### config.mk
export PLATFORM = sky130hd
export DESIGN_NAME = converter_mode_fault_sequencer
export DESIGN_NICKNAME = d
export VERILOG_FILES = /design/src/conv_seq_pkg.sv /design/src/converter_mode_fault_sequencer.sv
export SDC_FILE = /design/constraint.sdc
export NUM_CORES = 1
export LEC_CHECK = 0
export BUFFER_PORTS_ARGS = -buffer_cell sky130_fd_sc_hd__buf_2
export CAP_MARGIN = 30
export CORE_AREA = 2 2 134 162
export DETAILED_ROUTE_END_ITERATION = 12
export DIE_AREA = 0 0 136 164
export GPL_TIMING_DRIVEN = 0
export HOLD_SLACK_MARGIN = 0.1
export PLACE_DENSITY = 0.63
export SETUP_SLACK_MARGIN = 0.05
export SLEW_MARGIN = 20
export SYNTH_ARGS = -nofsm -noshare
export SYNTH_HDL_FRONTEND = slang
export SYNTH_SLANG_ARGS = --single-unit
### constraint.sdc
create_clock -name pclk -period 4.9 [get_ports pclk]
set_input_delay 0.735 -clock pclk [delete_from_list [all_inputs] [get_ports pclk]]
set_output_delay 0.735 -clock pclk [all_outputs]
set_load 0.01 [all_outputs]
### src/conv_seq_pkg.sv
package conv_seq_pkg;

  // ****************************************
  // clock and timing
  // ****************************************
  localparam int unsigned CLK_HZ     = 25_000_000;
  localparam int unsigned CYC_PER_MS = CLK_HZ / 1000;
  localparam int unsigned TON_MS  [4] = '{1, 2, 4, 8};          // turn-on delay choices
  localparam int unsigned LL_MS   [4] = '{100, 500, 1000, 2000}; // light-load timeouts
  localparam int unsigned RAMP_MS [2] = '{1, 4};                 // ramp time choices
  localparam int unsigned RETRY_MS    = 3000;                    // overload retry off time
  localparam int unsigned WDOG_MS [3] = '{500, 1000, 2000};      // watchdog periods 1..3
  localparam int unsigned OC_SHORT = 8;
  localparam int unsigned OC_LONG  = 16;

  // ****************************************
  // register map and fields
  // ****************************************
  localparam logic [7:0] CTRL_OFS   = 8'h00;
  localparam logic [7:0] TIMING_OFS = 8'h04;
  localparam logic [7:0] UV_OFS     = 8'h08;
  localparam logic [7:0] WDOG_OFS   = 8'h0C;
  localparam logic [7:0] STATUS_OFS = 8'h10;
  localparam int unsigned WDOG_KICK_BIT = 8;
  localparam logic [7:0] UV_BASE_RST = 8'h80;
  localparam logic [7:0] UV_STEP_RST = 8'h10;

  typedef struct packed {
    logic       ramp_long;      // [5]
    logic       en_active_low;  // [4]
    logic       oc_long;        // [3]
    logic       ldo_fault_mask; // [2]
    logic       force_on_bit;   // [1]
    logic       standby_hold;   // [0]
  } ctrl_t;

  // ****************************************
  // analog comparator inputs
  // ****************************************
  typedef struct packed {
    logic [7:0] vin_code;       // input voltage measurement
    logic       vin_ok;         // input above start threshold
    logic       vin_ov;         // input above overvoltage level
    logic       ldo_fault;      // ldo fault incl. timeout
    logic       hot_trip;       // die above shutdown temperature
    logic       hot_warm;       // die still within hysteresis band
    logic       oc_hit;         // cycle hit current limit
    logic       sw_cycle;       // one pulse per switching cycle
    logic       out_low;        // output below collapse level
    logic       out_in_reg;     // output in regulation
    logic       light_load;     // light load detected
    logic       buck_mode;      // power stage in buck topology
  } sense_t;

  typedef enum logic [1:0] {MODE_RESET, MODE_STANDBY, MODE_POWER} mode_t;
  typedef enum logic [2:0] {SUB_IDLE, SUB_RAMP, SUB_STEADY, SUB_LLOFF, SUB_RETRY} sub_t;

endpackage

### src/converter_mode_fault_sequencer.sv
// Chosen here: the APB slave port and the register addresses.
`timescale 1ns/1ps
// Behaviour
// - top mode machine has exactly reset, standby and power-on states
// - power-up enters reset with defaults; host interface dead in reset
// - reset goes to standby once input is above start threshold
// - standby keeps converter off while host interface and config stay usable
// - standby-hold register beats the enable pin and holds standby
// - standby goes to power-on on enable pin or force-on bit
// - each power-on entry starts sub-machine idle with converter off
// - faults clear then turn-on delay from 2-bit select, then ramp
// - undervoltage fault while input below base minus step, self clears
// - ldo fault returns to idle like the other faults, self clears, maskable by mask bit
// - watchdog fault on expiry; kick or zero period clears it
// - overcurrent latch after 8 or 16 limit cycles; cleared leaving to standby
// - overvoltage fault while input too high, self clears
// - overheat fault unmaskable with hysteresis, blocks idle exit
// - ramp enables converter for selected time, then steady when regulated
// - any fault during ramp returns to idle, converter off
// - any fault during steady returns to idle, converter off
// - output collapse in steady enters overload retry
// - light load longer than selected timeout enters low-load off
// - low-load off only entered in buck topology
// - low-load off left only by leaving power-on
// - overload retry holds converter off 3 s then restarts from idle
// - enable pin polarity option, active high by default
// - output-good driven low only when enabled and output valid
module converter_mode_fault_sequencer
  import conv_seq_pkg::*;
#(
  parameter int unsigned ADDR_W        = 8,
  parameter bit          EN_ACTIVE_LOW = 1'b0,
  parameter int unsigned TON_CYC  [4]  = '{TON_MS[0]*CYC_PER_MS, TON_MS[1]*CYC_PER_MS,
                                           TON_MS[2]*CYC_PER_MS, TON_MS[3]*CYC_PER_MS},
  parameter int unsigned LL_CYC   [4]  = '{LL_MS[0]*CYC_PER_MS, LL_MS[1]*CYC_PER_MS,
                                           LL_MS[2]*CYC_PER_MS, LL_MS[3]*CYC_PER_MS},
  parameter int unsigned RAMP_CYC [2]  = '{RAMP_MS[0]*CYC_PER_MS, RAMP_MS[1]*CYC_PER_MS},
  parameter int unsigned RETRY_CYC     = RETRY_MS*CYC_PER_MS,
  parameter int unsigned WDOG_CYC [3]  = '{WDOG_MS[0]*CYC_PER_MS, WDOG_MS[1]*CYC_PER_MS,
                                           WDOG_MS[2]*CYC_PER_MS}
) (
  input  wire logic              pclk,
  input  wire logic              presetn,
  input  wire logic              psel,
  input  wire logic              penable,
  input  wire logic              pwrite,
  input  wire logic [ADDR_W-1:0] paddr,
  input  wire logic [31:0]       pwdata,
  output logic      [31:0]       prdata,
  output logic                   pready,
  output logic                   pslverr,
  input  wire logic              en_pin,
  input  wire sense_t            sense,
  output logic                   conv_en,
  output logic                   host_if_active,
  output logic                   output_good_o,
  output logic                   output_good_oe
);

  // ****************************************
  // elaboration checks
  // ****************************************
  if (ADDR_W < 5) begin : g_bad_addr
    $error("address width too small for register map");
  end
  if (RETRY_CYC == 0) begin : g_bad_retry
    $error("retry count must be at least one cycle");
  end
  // a zero count would wrap the minus-one compare and stall the timer
  if (TON_CYC[0] == 0 || TON_CYC[1] == 0 || TON_CYC[2] == 0 || TON_CYC[3] == 0 ||
      RAMP_CYC[0] == 0 || RAMP_CYC[1] == 0) begin : g_bad_delay
    $error("turn-on and ramp counts must be at least one cycle");
  end
  if (LL_CYC[0] == 0 || LL_CYC[1] == 0 || LL_CYC[2] == 0 || LL_CYC[3] == 0 ||
      WDOG_CYC[0] == 0 || WDOG_CYC[1] == 0 || WDOG_CYC[2] == 0) begin : g_bad_timeout
    $error("light-load and watchdog counts must be at least one cycle");
  end

  // ****************************************
  // state and registers
  // ****************************************
  mode_t       mode_r;
  sub_t        sub_r;
  ctrl_t       ctrl_r;
  logic [1:0]  ton_sel_r;
  logic [1:0]  ll_sel_r;
  logic [7:0]  uv_base_r;
  logic [7:0]  uv_step_r;
  logic [1:0]  wdog_per_r;
  logic [31:0] tmr_r;
  logic [31:0] wdog_cnt_r;
  logic [4:0]  oc_cnt_r;
  logic        uv_r;
  logic        ov_r;
  logic        ldo_r;
  logic        wdog_r;
  logic        oc_latch_r;
  logic        hot_r;
  logic        conv_en_r;
  logic        good_r;
  logic [31:0] prdata_r;

  logic        wr_en;
  logic        mapped;
  logic        kick;
  logic        en_active;
  logic        want_on;
  logic        leave_on;
  logic        fault_any;

  // undervoltage compare against base minus step, no underflow
  function automatic logic uv_below(input logic [7:0] code, input logic [7:0] base,
                                    input logic [7:0] step);
    uv_below = (step <= base) && (code < (base - step));
  endfunction

  // address decode
  function automatic logic is_reg(input logic [ADDR_W-1:0] a);
    is_reg = (a == ADDR_W'(CTRL_OFS)) || (a == ADDR_W'(TIMING_OFS)) ||
             (a == ADDR_W'(UV_OFS)) || (a == ADDR_W'(WDOG_OFS)) ||
             (a == ADDR_W'(STATUS_OFS));
  endfunction

  // ****************************************
  // apb slave
  // ****************************************
  assign mapped  = is_reg(paddr);
  assign pready  = 1'b1;
  assign pslverr = psel && penable && (!mapped || mode_r == MODE_RESET);
  assign wr_en   = psel && penable && pwrite && mapped && mode_r != MODE_RESET;
  assign kick    = wr_en && paddr == ADDR_W'(WDOG_OFS) && pwdata[WDOG_KICK_BIT];
  assign prdata  = prdata_r;
  assign host_if_active = (mode_r != MODE_RESET);

  // config writes, live in standby and power-on
  always_ff @(posedge pclk or negedge presetn) begin
    if (!presetn) begin
      ctrl_r     <= '{ramp_long: 1'b0, en_active_low: EN_ACTIVE_LOW, oc_long: 1'b0,
                      ldo_fault_mask: 1'b0, force_on_bit: 1'b0, standby_hold: 1'b0};
      ton_sel_r  <= 2'h0;
      ll_sel_r   <= 2'h0;
      uv_base_r  <= UV_BASE_RST;
      uv_step_r  <= UV_STEP_RST;
      wdog_per_r <= 2'h0;
    end else if (wr_en) begin
      unique case (paddr)
        ADDR_W'(CTRL_OFS):   ctrl_r     <= ctrl_t'(pwdata[5:0]);
        ADDR_W'(TIMING_OFS): begin
          ton_sel_r <= pwdata[1:0];
          ll_sel_r  <= pwdata[3:2];
        end
        ADDR_W'(UV_OFS): begin
          uv_base_r <= pwdata[7:0];
          uv_step_r <= pwdata[15:8];
        end
        ADDR_W'(WDOG_OFS):   wdog_per_r <= pwdata[1:0];
        default: ;
      endcase
    end
  end

  // read data captured in setup phase
  always_ff @(posedge pclk or negedge presetn) begin
    if (!presetn) begin
      prdata_r <= 32'h0000_0000;
    end else if (psel && !penable) begin
      prdata_r <= 32'h0000_0000;
      if (mode_r != MODE_RESET) begin
        unique case (paddr)
          ADDR_W'(CTRL_OFS):   prdata_r <= {26'h0, ctrl_r};
          ADDR_W'(TIMING_OFS): prdata_r <= {28'h0, ll_sel_r, ton_sel_r};
          ADDR_W'(UV_OFS):     prdata_r <= {16'h0, uv_step_r, uv_base_r};
          ADDR_W'(WDOG_OFS):   prdata_r <= {30'h0, wdog_per_r};
          ADDR_W'(STATUS_OFS): prdata_r <= {20'h0, conv_en_r, hot_r, oc_latch_r, wdog_r,
                                            ldo_r, ov_r, uv_r, sub_r, mode_r};
          default: ;
        endcase
      end
    end
  end

  // ****************************************
  // fault detection
  // ****************************************
  // self-clearing level faults
  always_ff @(posedge pclk or negedge presetn) begin
    if (!presetn) begin
      uv_r  <= 1'b0;
      ov_r  <= 1'b0;
      ldo_r <= 1'b0;
    end else begin
      uv_r  <= uv_below(sense.vin_code, uv_base_r, uv_step_r);
      ov_r  <= sense.vin_ov;
      ldo_r <= sense.ldo_fault;
    end
  end

  // overheat with hysteresis, set wins
  always_ff @(posedge pclk or negedge presetn) begin
    if (!presetn) begin
      hot_r <= 1'b0;
    end else if (sense.hot_trip) begin
      hot_r <= 1'b1;
    end else if (!sense.hot_warm) begin
      hot_r <= 1'b0;
    end
  end

  // watchdog counter and fault
  always_ff @(posedge pclk or negedge presetn) begin
    if (!presetn) begin
      wdog_cnt_r <= 32'h0000_0000;
      wdog_r     <= 1'b0;
    end else if (wdog_per_r == 2'h0) begin
      wdog_cnt_r <= 32'h0000_0000;
      wdog_r     <= 1'b0;
    end else if (wdog_cnt_r >= WDOG_CYC[wdog_per_r - 2'h1] - 1) begin
      wdog_cnt_r <= 32'h0000_0000;
      wdog_r     <= 1'b1;
    end else if (kick) begin
      wdog_cnt_r <= 32'h0000_0000;
      wdog_r     <= 1'b0;
    end else begin
      wdog_cnt_r <= wdog_cnt_r + 32'h0000_0001;
    end
  end

  // consecutive limit cycles and overcurrent latch
  always_ff @(posedge pclk or negedge presetn) begin
    if (!presetn) begin
      oc_cnt_r   <= 5'h00;
      oc_latch_r <= 1'b0;
    end else begin
      if (sense.sw_cycle && mode_r == MODE_POWER) begin
        oc_cnt_r <= sense.oc_hit ? (oc_cnt_r == 5'h1F ? oc_cnt_r : oc_cnt_r + 5'h01) : 5'h00;
      end
      if (sense.sw_cycle && sense.oc_hit && mode_r == MODE_POWER &&
          32'(oc_cnt_r) + 1 >= (ctrl_r.oc_long ? OC_LONG : OC_SHORT)) begin
        oc_latch_r <= 1'b1;
      end else if (mode_r == MODE_POWER && leave_on) begin
        oc_latch_r <= 1'b0;
        oc_cnt_r   <= 5'h00;
      end
    end
  end

  assign fault_any = uv_r || ov_r || (ldo_r && !ctrl_r.ldo_fault_mask) || wdog_r ||
                     oc_latch_r || hot_r;

  // ****************************************
  // top mode machine
  // ****************************************
  assign en_active = en_pin ^ ctrl_r.en_active_low;
  assign want_on   = !ctrl_r.standby_hold && (en_active || ctrl_r.force_on_bit);
  assign leave_on  = !want_on;

  always_ff @(posedge pclk or negedge presetn) begin
    if (!presetn) begin
      mode_r <= MODE_RESET;
    end else begin
      unique case (mode_r)
        MODE_RESET:   if (sense.vin_ok) mode_r <= MODE_STANDBY;
        MODE_STANDBY: if (want_on) mode_r <= MODE_POWER;
        MODE_POWER:   if (leave_on) mode_r <= MODE_STANDBY;
        default:      mode_r <= MODE_RESET;
      endcase
    end
  end

  // ****************************************
  // power-on sub-machine and shared timer
  // ****************************************
  always_ff @(posedge pclk or negedge presetn) begin
    if (!presetn) begin
      sub_r <= SUB_IDLE;
      tmr_r <= 32'h0000_0000;
    end else if (mode_r != MODE_POWER || leave_on) begin
      sub_r <= SUB_IDLE;
      tmr_r <= 32'h0000_0000;
    end else begin
      tmr_r <= tmr_r + 32'h0000_0001;
      unique case (sub_r)
        SUB_IDLE: begin
          if (fault_any) begin
            tmr_r <= 32'h0000_0000;
          end else if (tmr_r >= TON_CYC[ton_sel_r] - 1) begin
            sub_r <= SUB_RAMP;
            tmr_r <= 32'h0000_0000;
          end
        end
        SUB_RAMP: begin
          if (fault_any) begin
            sub_r <= SUB_IDLE;
            tmr_r <= 32'h0000_0000;
          end else if (tmr_r >= RAMP_CYC[ctrl_r.ramp_long] - 1 && sense.out_in_reg) begin
            sub_r <= SUB_STEADY;
            tmr_r <= 32'h0000_0000;
          end else if (tmr_r >= RAMP_CYC[ctrl_r.ramp_long] - 1) begin
            tmr_r <= tmr_r;
          end
        end
        SUB_STEADY: begin
          if (fault_any) begin
            sub_r <= SUB_IDLE;
            tmr_r <= 32'h0000_0000;
          end else if (sense.out_low) begin
            sub_r <= SUB_RETRY;
            tmr_r <= 32'h0000_0000;
          end else if (!(sense.light_load && sense.buck_mode)) begin
            tmr_r <= 32'h0000_0000;
          end else if (tmr_r >= LL_CYC[ll_sel_r] - 1) begin
            sub_r <= SUB_LLOFF;
            tmr_r <= 32'h0000_0000;
          end
        end
        SUB_LLOFF: tmr_r <= 32'h0000_0000;
        SUB_RETRY: begin
          if (tmr_r >= RETRY_CYC - 1) begin
            sub_r <= SUB_IDLE;
            tmr_r <= 32'h0000_0000;
          end
        end
        default: sub_r <= SUB_IDLE;
      endcase
    end
  end

  // ****************************************
  // outputs
  // ****************************************
  // converter enable and output-good follow state one cycle later
  always_ff @(posedge pclk or negedge presetn) begin
    if (!presetn) begin
      conv_en_r <= 1'b0;
      good_r    <= 1'b0;
    end else begin
      conv_en_r <= mode_r == MODE_POWER &&
                   (sub_r == SUB_RAMP || sub_r == SUB_STEADY);
      good_r    <= mode_r == MODE_POWER && sub_r == SUB_STEADY && !fault_any;
    end
  end

  assign conv_en        = conv_en_r;
  assign output_good_o  = 1'b0; // open drain, only pulls low
  assign output_good_oe = good_r;
endmodule

* Yosys cells after proc, flatten, opt, wreduce, memory -nomap -nowiden *
Index checks and enable logic that the tools add are counted.

storage, ports and cells
  output and inout port bits = 38
  input port bits = 65
  register bits = 142

operators by class
  muxes and demuxes = 57
  bitwise logic cells = 5
  $lt $le $gt $ge = 12
  add/subtract/negate cells = 10
  eq/ne operators = 24
  reduce and logical (&&, ||, !) cells = 53

operators with widths
  kind                                                                                    number
  32-bit 2-to-1 mux                                                                       22
  32-bit binary-select mux with 2-bit select                                              3
  32-bit case mux with 5 select lines                                                     1
  32-bit greater-or-equal comparator                                                      4
  32-bit by 1-bit subtractor with 32-bit output (second input constant)                   4
  16-bit case mux with 5 select lines                                                     1
  32-bit by 1-bit adder with 32-bit output (second input constant)                        2
  32-bit by 27-bit greater-or-equal comparator with 1-bit output (second input constant)  1
  3-bit 2-to-1 mux                                                                        10
  5-bit 2-to-1 mux                                                                        6
  1-bit logical AND                                                                       21
  17-bit 2-to-1 mux                                                                       1
  8-bit by 4-bit equality test with 1-bit output (second input constant)                  2
  16-bit 2-to-1 mux                                                                       1
  5-bit inequality test (second input constant)                                           3
  3-bit case mux with 5 select lines                                                      1
  1-bit logical OR                                                                        13
  2-bit inequality test (second input constant)                                           5
  3-bit greater-or-equal comparator (second input constant)                               3
  3-bit inequality test (second input constant)                                           3
  2-bit NOT with 3-bit output                                                             3
  8-bit by 3-bit equality test with 1-bit output (second input constant)                  1
  8-bit by 5-bit equality test with 1-bit output (second input constant)                  1
  8-bit <= comparator                                                                     1
  other kinds (29)                                                                        48

* Logic depth before layout (Yosys ltp) *
  depth after elaboration = 12
  gate-level depth with buffers = 15
  gate-level depth less buffers = 14

* Least setup slack after synthesis *
No wires, ideal clock.

  kind = register to register
  start = register ton_sel_r[0]
  end = register tmr_r[5]
  period minus slack after synthesis = 2.936 ns
  cell stages (with the launch flop) = 16
  buffers on the path = 1
  path slack = 1.964 ns
  required time = 4.779 ns
  arrival = 2.815 ns
  setup time = 0.121 ns
  path through = dfrtp_1 -> inv_1 -> ha_1 -> nor4b_1 -> nand3_1 -> xnor2_1 -> ha_1 -> nand4_1 -> nor4_1 -> o31ai_1 -> o211ai_1 -> or2_1 -> a41o_4 -> buf_6 -> o21ai_1 -> a22o_1

between the ends
  longest elaborated chain between the ends = 10

ends and longest elaborated chain
  item                                                  line                                   RTL
  start, declared                                       converter_mode_fault_sequencer.sv:85   logic [1:0] ton_sel_r;
  start signal, assigned                                converter_mode_fault_sequencer.sv:149  ton_sel_r <= pwdata[1:0];
  2-bit NOT with 3-bit output (implied by the code)     converter_mode_fault_sequencer.sv:286  end else if (tmr_r >= TON_CYC[ton_sel_r] - 1) begin
  32-bit binary-select mux with 2-bit select            converter_mode_fault_sequencer.sv:286
  32-bit 2-to-1 mux (implied by the code) (2 in a row)  converter_mode_fault_sequencer.sv:286
  32-bit by 1-bit subtractor with 32-bit output         converter_mode_fault_sequencer.sv:286
  32-bit greater-or-equal comparator                    converter_mode_fault_sequencer.sv:286
  32-bit 2-to-1 mux                                     converter_mode_fault_sequencer.sv:286
  32-bit 2-to-1 mux                                     converter_mode_fault_sequencer.sv:284  if (fault_any) begin
  32-bit case mux with 5 select lines                   converter_mode_fault_sequencer.sv:282  unique case (sub_r)
  32-bit 2-to-1 mux                                     converter_mode_fault_sequencer.sv:277  end else if (mode_r != MODE_POWER || leave_on) begin
  end signal, assigned                                  converter_mode_fault_sequencer.sv:281  tmr_r <= tmr_r + 32'h0000_0001;
  end signal, assigned                                  converter_mode_fault_sequencer.sv:299  tmr_r <= tmr_r;
  end, declared                                         converter_mode_fault_sequencer.sv:90   logic [31:0] tmr_r;

No other way between the ends. The select of a mux whose other input is x is not followed.
A chain may end at the register's enable or synchronous reset.

* Final worst setup path *
  start = register ton_sel_r[1]
  end = register tmr_r[6]

The elaborated chain is that of the path after synthesis.

==> reports/summary.txt <==
run status - completed
Final Hold Violating Endpoints - 0
wire length of the first global-routing pass - 35,300 µm
Final ANT Viol Nets - 0
number of antenna violations at the first check in global routing - 0
Worst Setup Path Type - reg -> reg
final cycle utilization of the critical path - 0.735
aggregate global routing overflow - 0
die span in x - 136 µm
most area-hungry cell type in the Yosys netlist - dfrtp_1
H-tree lvl count - 4
Power Dens Cells - 248 nW/µm²
EDFF count, synth - 0
synthesized instance count - 969
unrepaired setup endpoints after global routing - false
minimum clock period - 3600 ps
die area - 22,300 µm²
slowest stage cell, crit path - dfrtp_1
worst-case vdd ir drop - 214 µV
Final Core Density - 0.486
CP startpoint kind - flip-flop
sequential cell area in the final layout - 3160 µm²
vias per cell - 5.36
mean area per synthesized cell - 9.04 µm²
area of combinational cells with multiple inputs - 5240 µm²
final weighted congestion in routability-driven placement - 0.823
Critical Path AT - 3900 ps
setup bufs post-CTS - 0
TritonCTS clock tree - yes
DPL Wire Length - 16,200 µm
Synth Area in XOR/XNOR - 0.0440
r2r setup slk - 1300 ps
fraction of the mapped netlist area in simple logic gates - 0.203
sequential-to-total area share from yosys stat - 0.360
cells along the critical path - inv_1 -> ha_1 -> nor4b_1 -> nand3_1 -> xnor2_1 -> ha_1 -> nand4_1 -> nor4_1 -> o31ai_1 -> o211ai_1 -> or2_1 -> a41o_4 -> buf_6 -> o21ai_1 -> a22o_1
quantity of gates resized following cts - 0
power consumption - 2500 µW
number of buffers inserted for hold repair after clock tree synthesis - 0
Std-Cell Core Area - 20,800 µm²
I/O Buffers - 66
Starting Density - 0.422
clock-pin slew on the worst setup and hold paths - 60 ps
height of the die - 164 µm
hold slack - 215 ps
TNS Setup - 0 ps
R2R Path Start - ton_sel_r[1]
classification of the worst-slack hold path - in -> async
num ports - 103
Total GRT Usage - 0.199
post-synth top area share - 0.354
Peak Freq - 278 MHz
Worst EP required - 5200 ps
number of diodes - 0
total clock sinks - 126
synthesized cell area - 8760 µm²
count of final max-slew check failures - 0
routed wire length - 21,100 µm
register bit total from synthesis - 126
clk buf depth - 2
Setup violations, final - 0
via count - 7,277
number of violations reported at the end of detailed-routing iteration 0 - 399
warning count from the yosys run - 0
total number of nets in the final design - 1,248
number of global-route vias before repair - 7,169
Synth Flop Type - dfrtp_1
pin count of the biggest net entering global routing - 74
Initial DRT Pass Iterations - 5
compound-cell area share of the yosys netlist - 0.158
static leakage power - 0.00500 µW
share of cell area taken by muxes after synthesis - 0.0277
Distinct cells, synth - 65
CTS Root Buffer Type - clkbuf_16
Final Skew - 10.7 ps
crit-path most repeated cell - ha_1
synthesized-area fraction occupied by adder cells - 0.157
final-layout fill cell count - 1,969
fraction of final layout cells with drive strength greater than 1 - 0.146
crit end category - flip-flop
Clock Latency Late Sink - 420 ps
detailed-route DRC error count - 0
Slew @ Worst Pin - 924 ps
number of placement rows - 58
post-DR wirelength/cell - 15.6 µm
main combinational cell family by area after synthesis - simple AND/OR/NAND/NOR gates
Async S/R FF share, synth - 1.00
highest net fanout along the worst path - 10
worst reg-to-reg path cell count - 15
ranking of synthesized cells by area - dfrtp_1, ha_1, nand2_1, nor2_1, o21ai_0
tightest slew margin relative to the limit - 0.378
Maximum Capacitance Violations - 0
Crit path largest cell delay - 510 ps
clock buffers created by TritonCTS - 17
terminus of the critical flop-to-flop path - tmr_r[6]
synthesis-to-finish area growth - 15.3%
[synthesized netlist by cell type, drive strengths merged, types with 20 or more instances]
cell type  count
dfrtp        124
nand2        112
ha           108
nor2          88
o21ai         71
a21oi         47
inv           42
nand3         31
a21o          28
buf           27
xor2          26
nor3          25
nand4         21
clkbuf        20
[worst max-delay path by stage]
stage | from | endpoint | slack, ps
global route | ton_sel_r[1] | tmr_r[5] | 1070
CTS | ton_sel_r[1] | tmr_r[5] | 1350
floorplan | ton_sel_r[0] | tmr_r[5] | 1960
detailed placement | ton_sel_r[1] | tmr_r[5] | 1350
finish | ton_sel_r[1] | tmr_r[6] | 1300
global placement | presetn | uv_step_r[6] | 1270
[critical path, delay by kind of cell, from the launching register on]
kind	cells	cell delay (ps)
compound gates	5	880
xor+xnor	1	150
fa+ha+maj	2	570
buf+inv	2	370
flops	1	510
simple gates	5	990
[power by group]
part,internal (µW),switching (µW),total (µW)
clock,711,491,1200
combinational,82.1,105,187
sequential,1070,44.2,1120
[layout by cell type (no fill, tap or decap), types with 7 or more instances in the layout]
cell type,netlist,routed
nand3_1,31,31
nor2b_1,12,12
nand2_1,112,112
nor2_1,85,85
and3_1,15,15
a22o_1,16,16
o21ai_1,15,15
clkbuf_16,0,17
a21oi_1,47,47
conb_1,2,21
mux2_2,18,18
buf_2,3,68
or3_1,15,15
nor4_1,10,10
o21ai_0,56,56
xnor2_1,18,18
ha_1,108,108
dfrtp_1,124,124
inv_1,42,42
nand2b_1,7,7
xor2_1,26,26
a21o_1,28,28
nor3_1,25,25
clkbuf_1,20,21
nand4_1,21,21
buf_4,18,18
[stage by stage]
step                area (µm²)  setup WS [ps]  std cells
global placement          9500           1270       1324
floorplan                 8830           1960        988
detailed placement        9540           1350       1325
global route             10100           1070       1357
finish                   10100           1300       1357
CTS                      10100           1350       1357
[flip-flops by register name, indices dropped and copies added, names as in the netlist, 3 cells and up]
signal,flops
uv_step_r,8
uv_base_r,8
prdata,16
wdog_cnt_r,32
tmr_r,32
ctrl_r,6
oc_cnt_r,5
sub_r,3
[routing by layer]
metal | up-vias | track usage | routed length [µm]
met5 | - | 0 | 0
met4 | 0 | 0.0814 | 539
met3 | 33 | 0.0287 | 804
met2 | 154 | 0.345 | 10300
met1 | 3445 | 0.247 | 9430
li1 | 3645 | - | -
[final cells by class]
class | count | share of cell area
Clock inverter | 13 | 0.0115
Timing Repair Buffer | 67 | 0.0364
Sequential cell | 126 | 0.313
Clock buffer | 19 | 0.0439
Multi-Input combinational cell | 773 | 0.519
Buffer | 47 | 0.0279
Tap cell | 270 | 0.0335
Inverter | 42 | 0.0156
[cells by family after synthesis]
| logic type | count (synthesis) |
|---|---|
| buf+inv | 89 |
| flops | 126 |
| simple gates | 363 |
| mux | 22 |
| other cells | 2 |
| xor+xnor | 44 |
| fa+ha+maj | 109 |
| compound gates | 214 |
(Power assumes the default switching activity.)
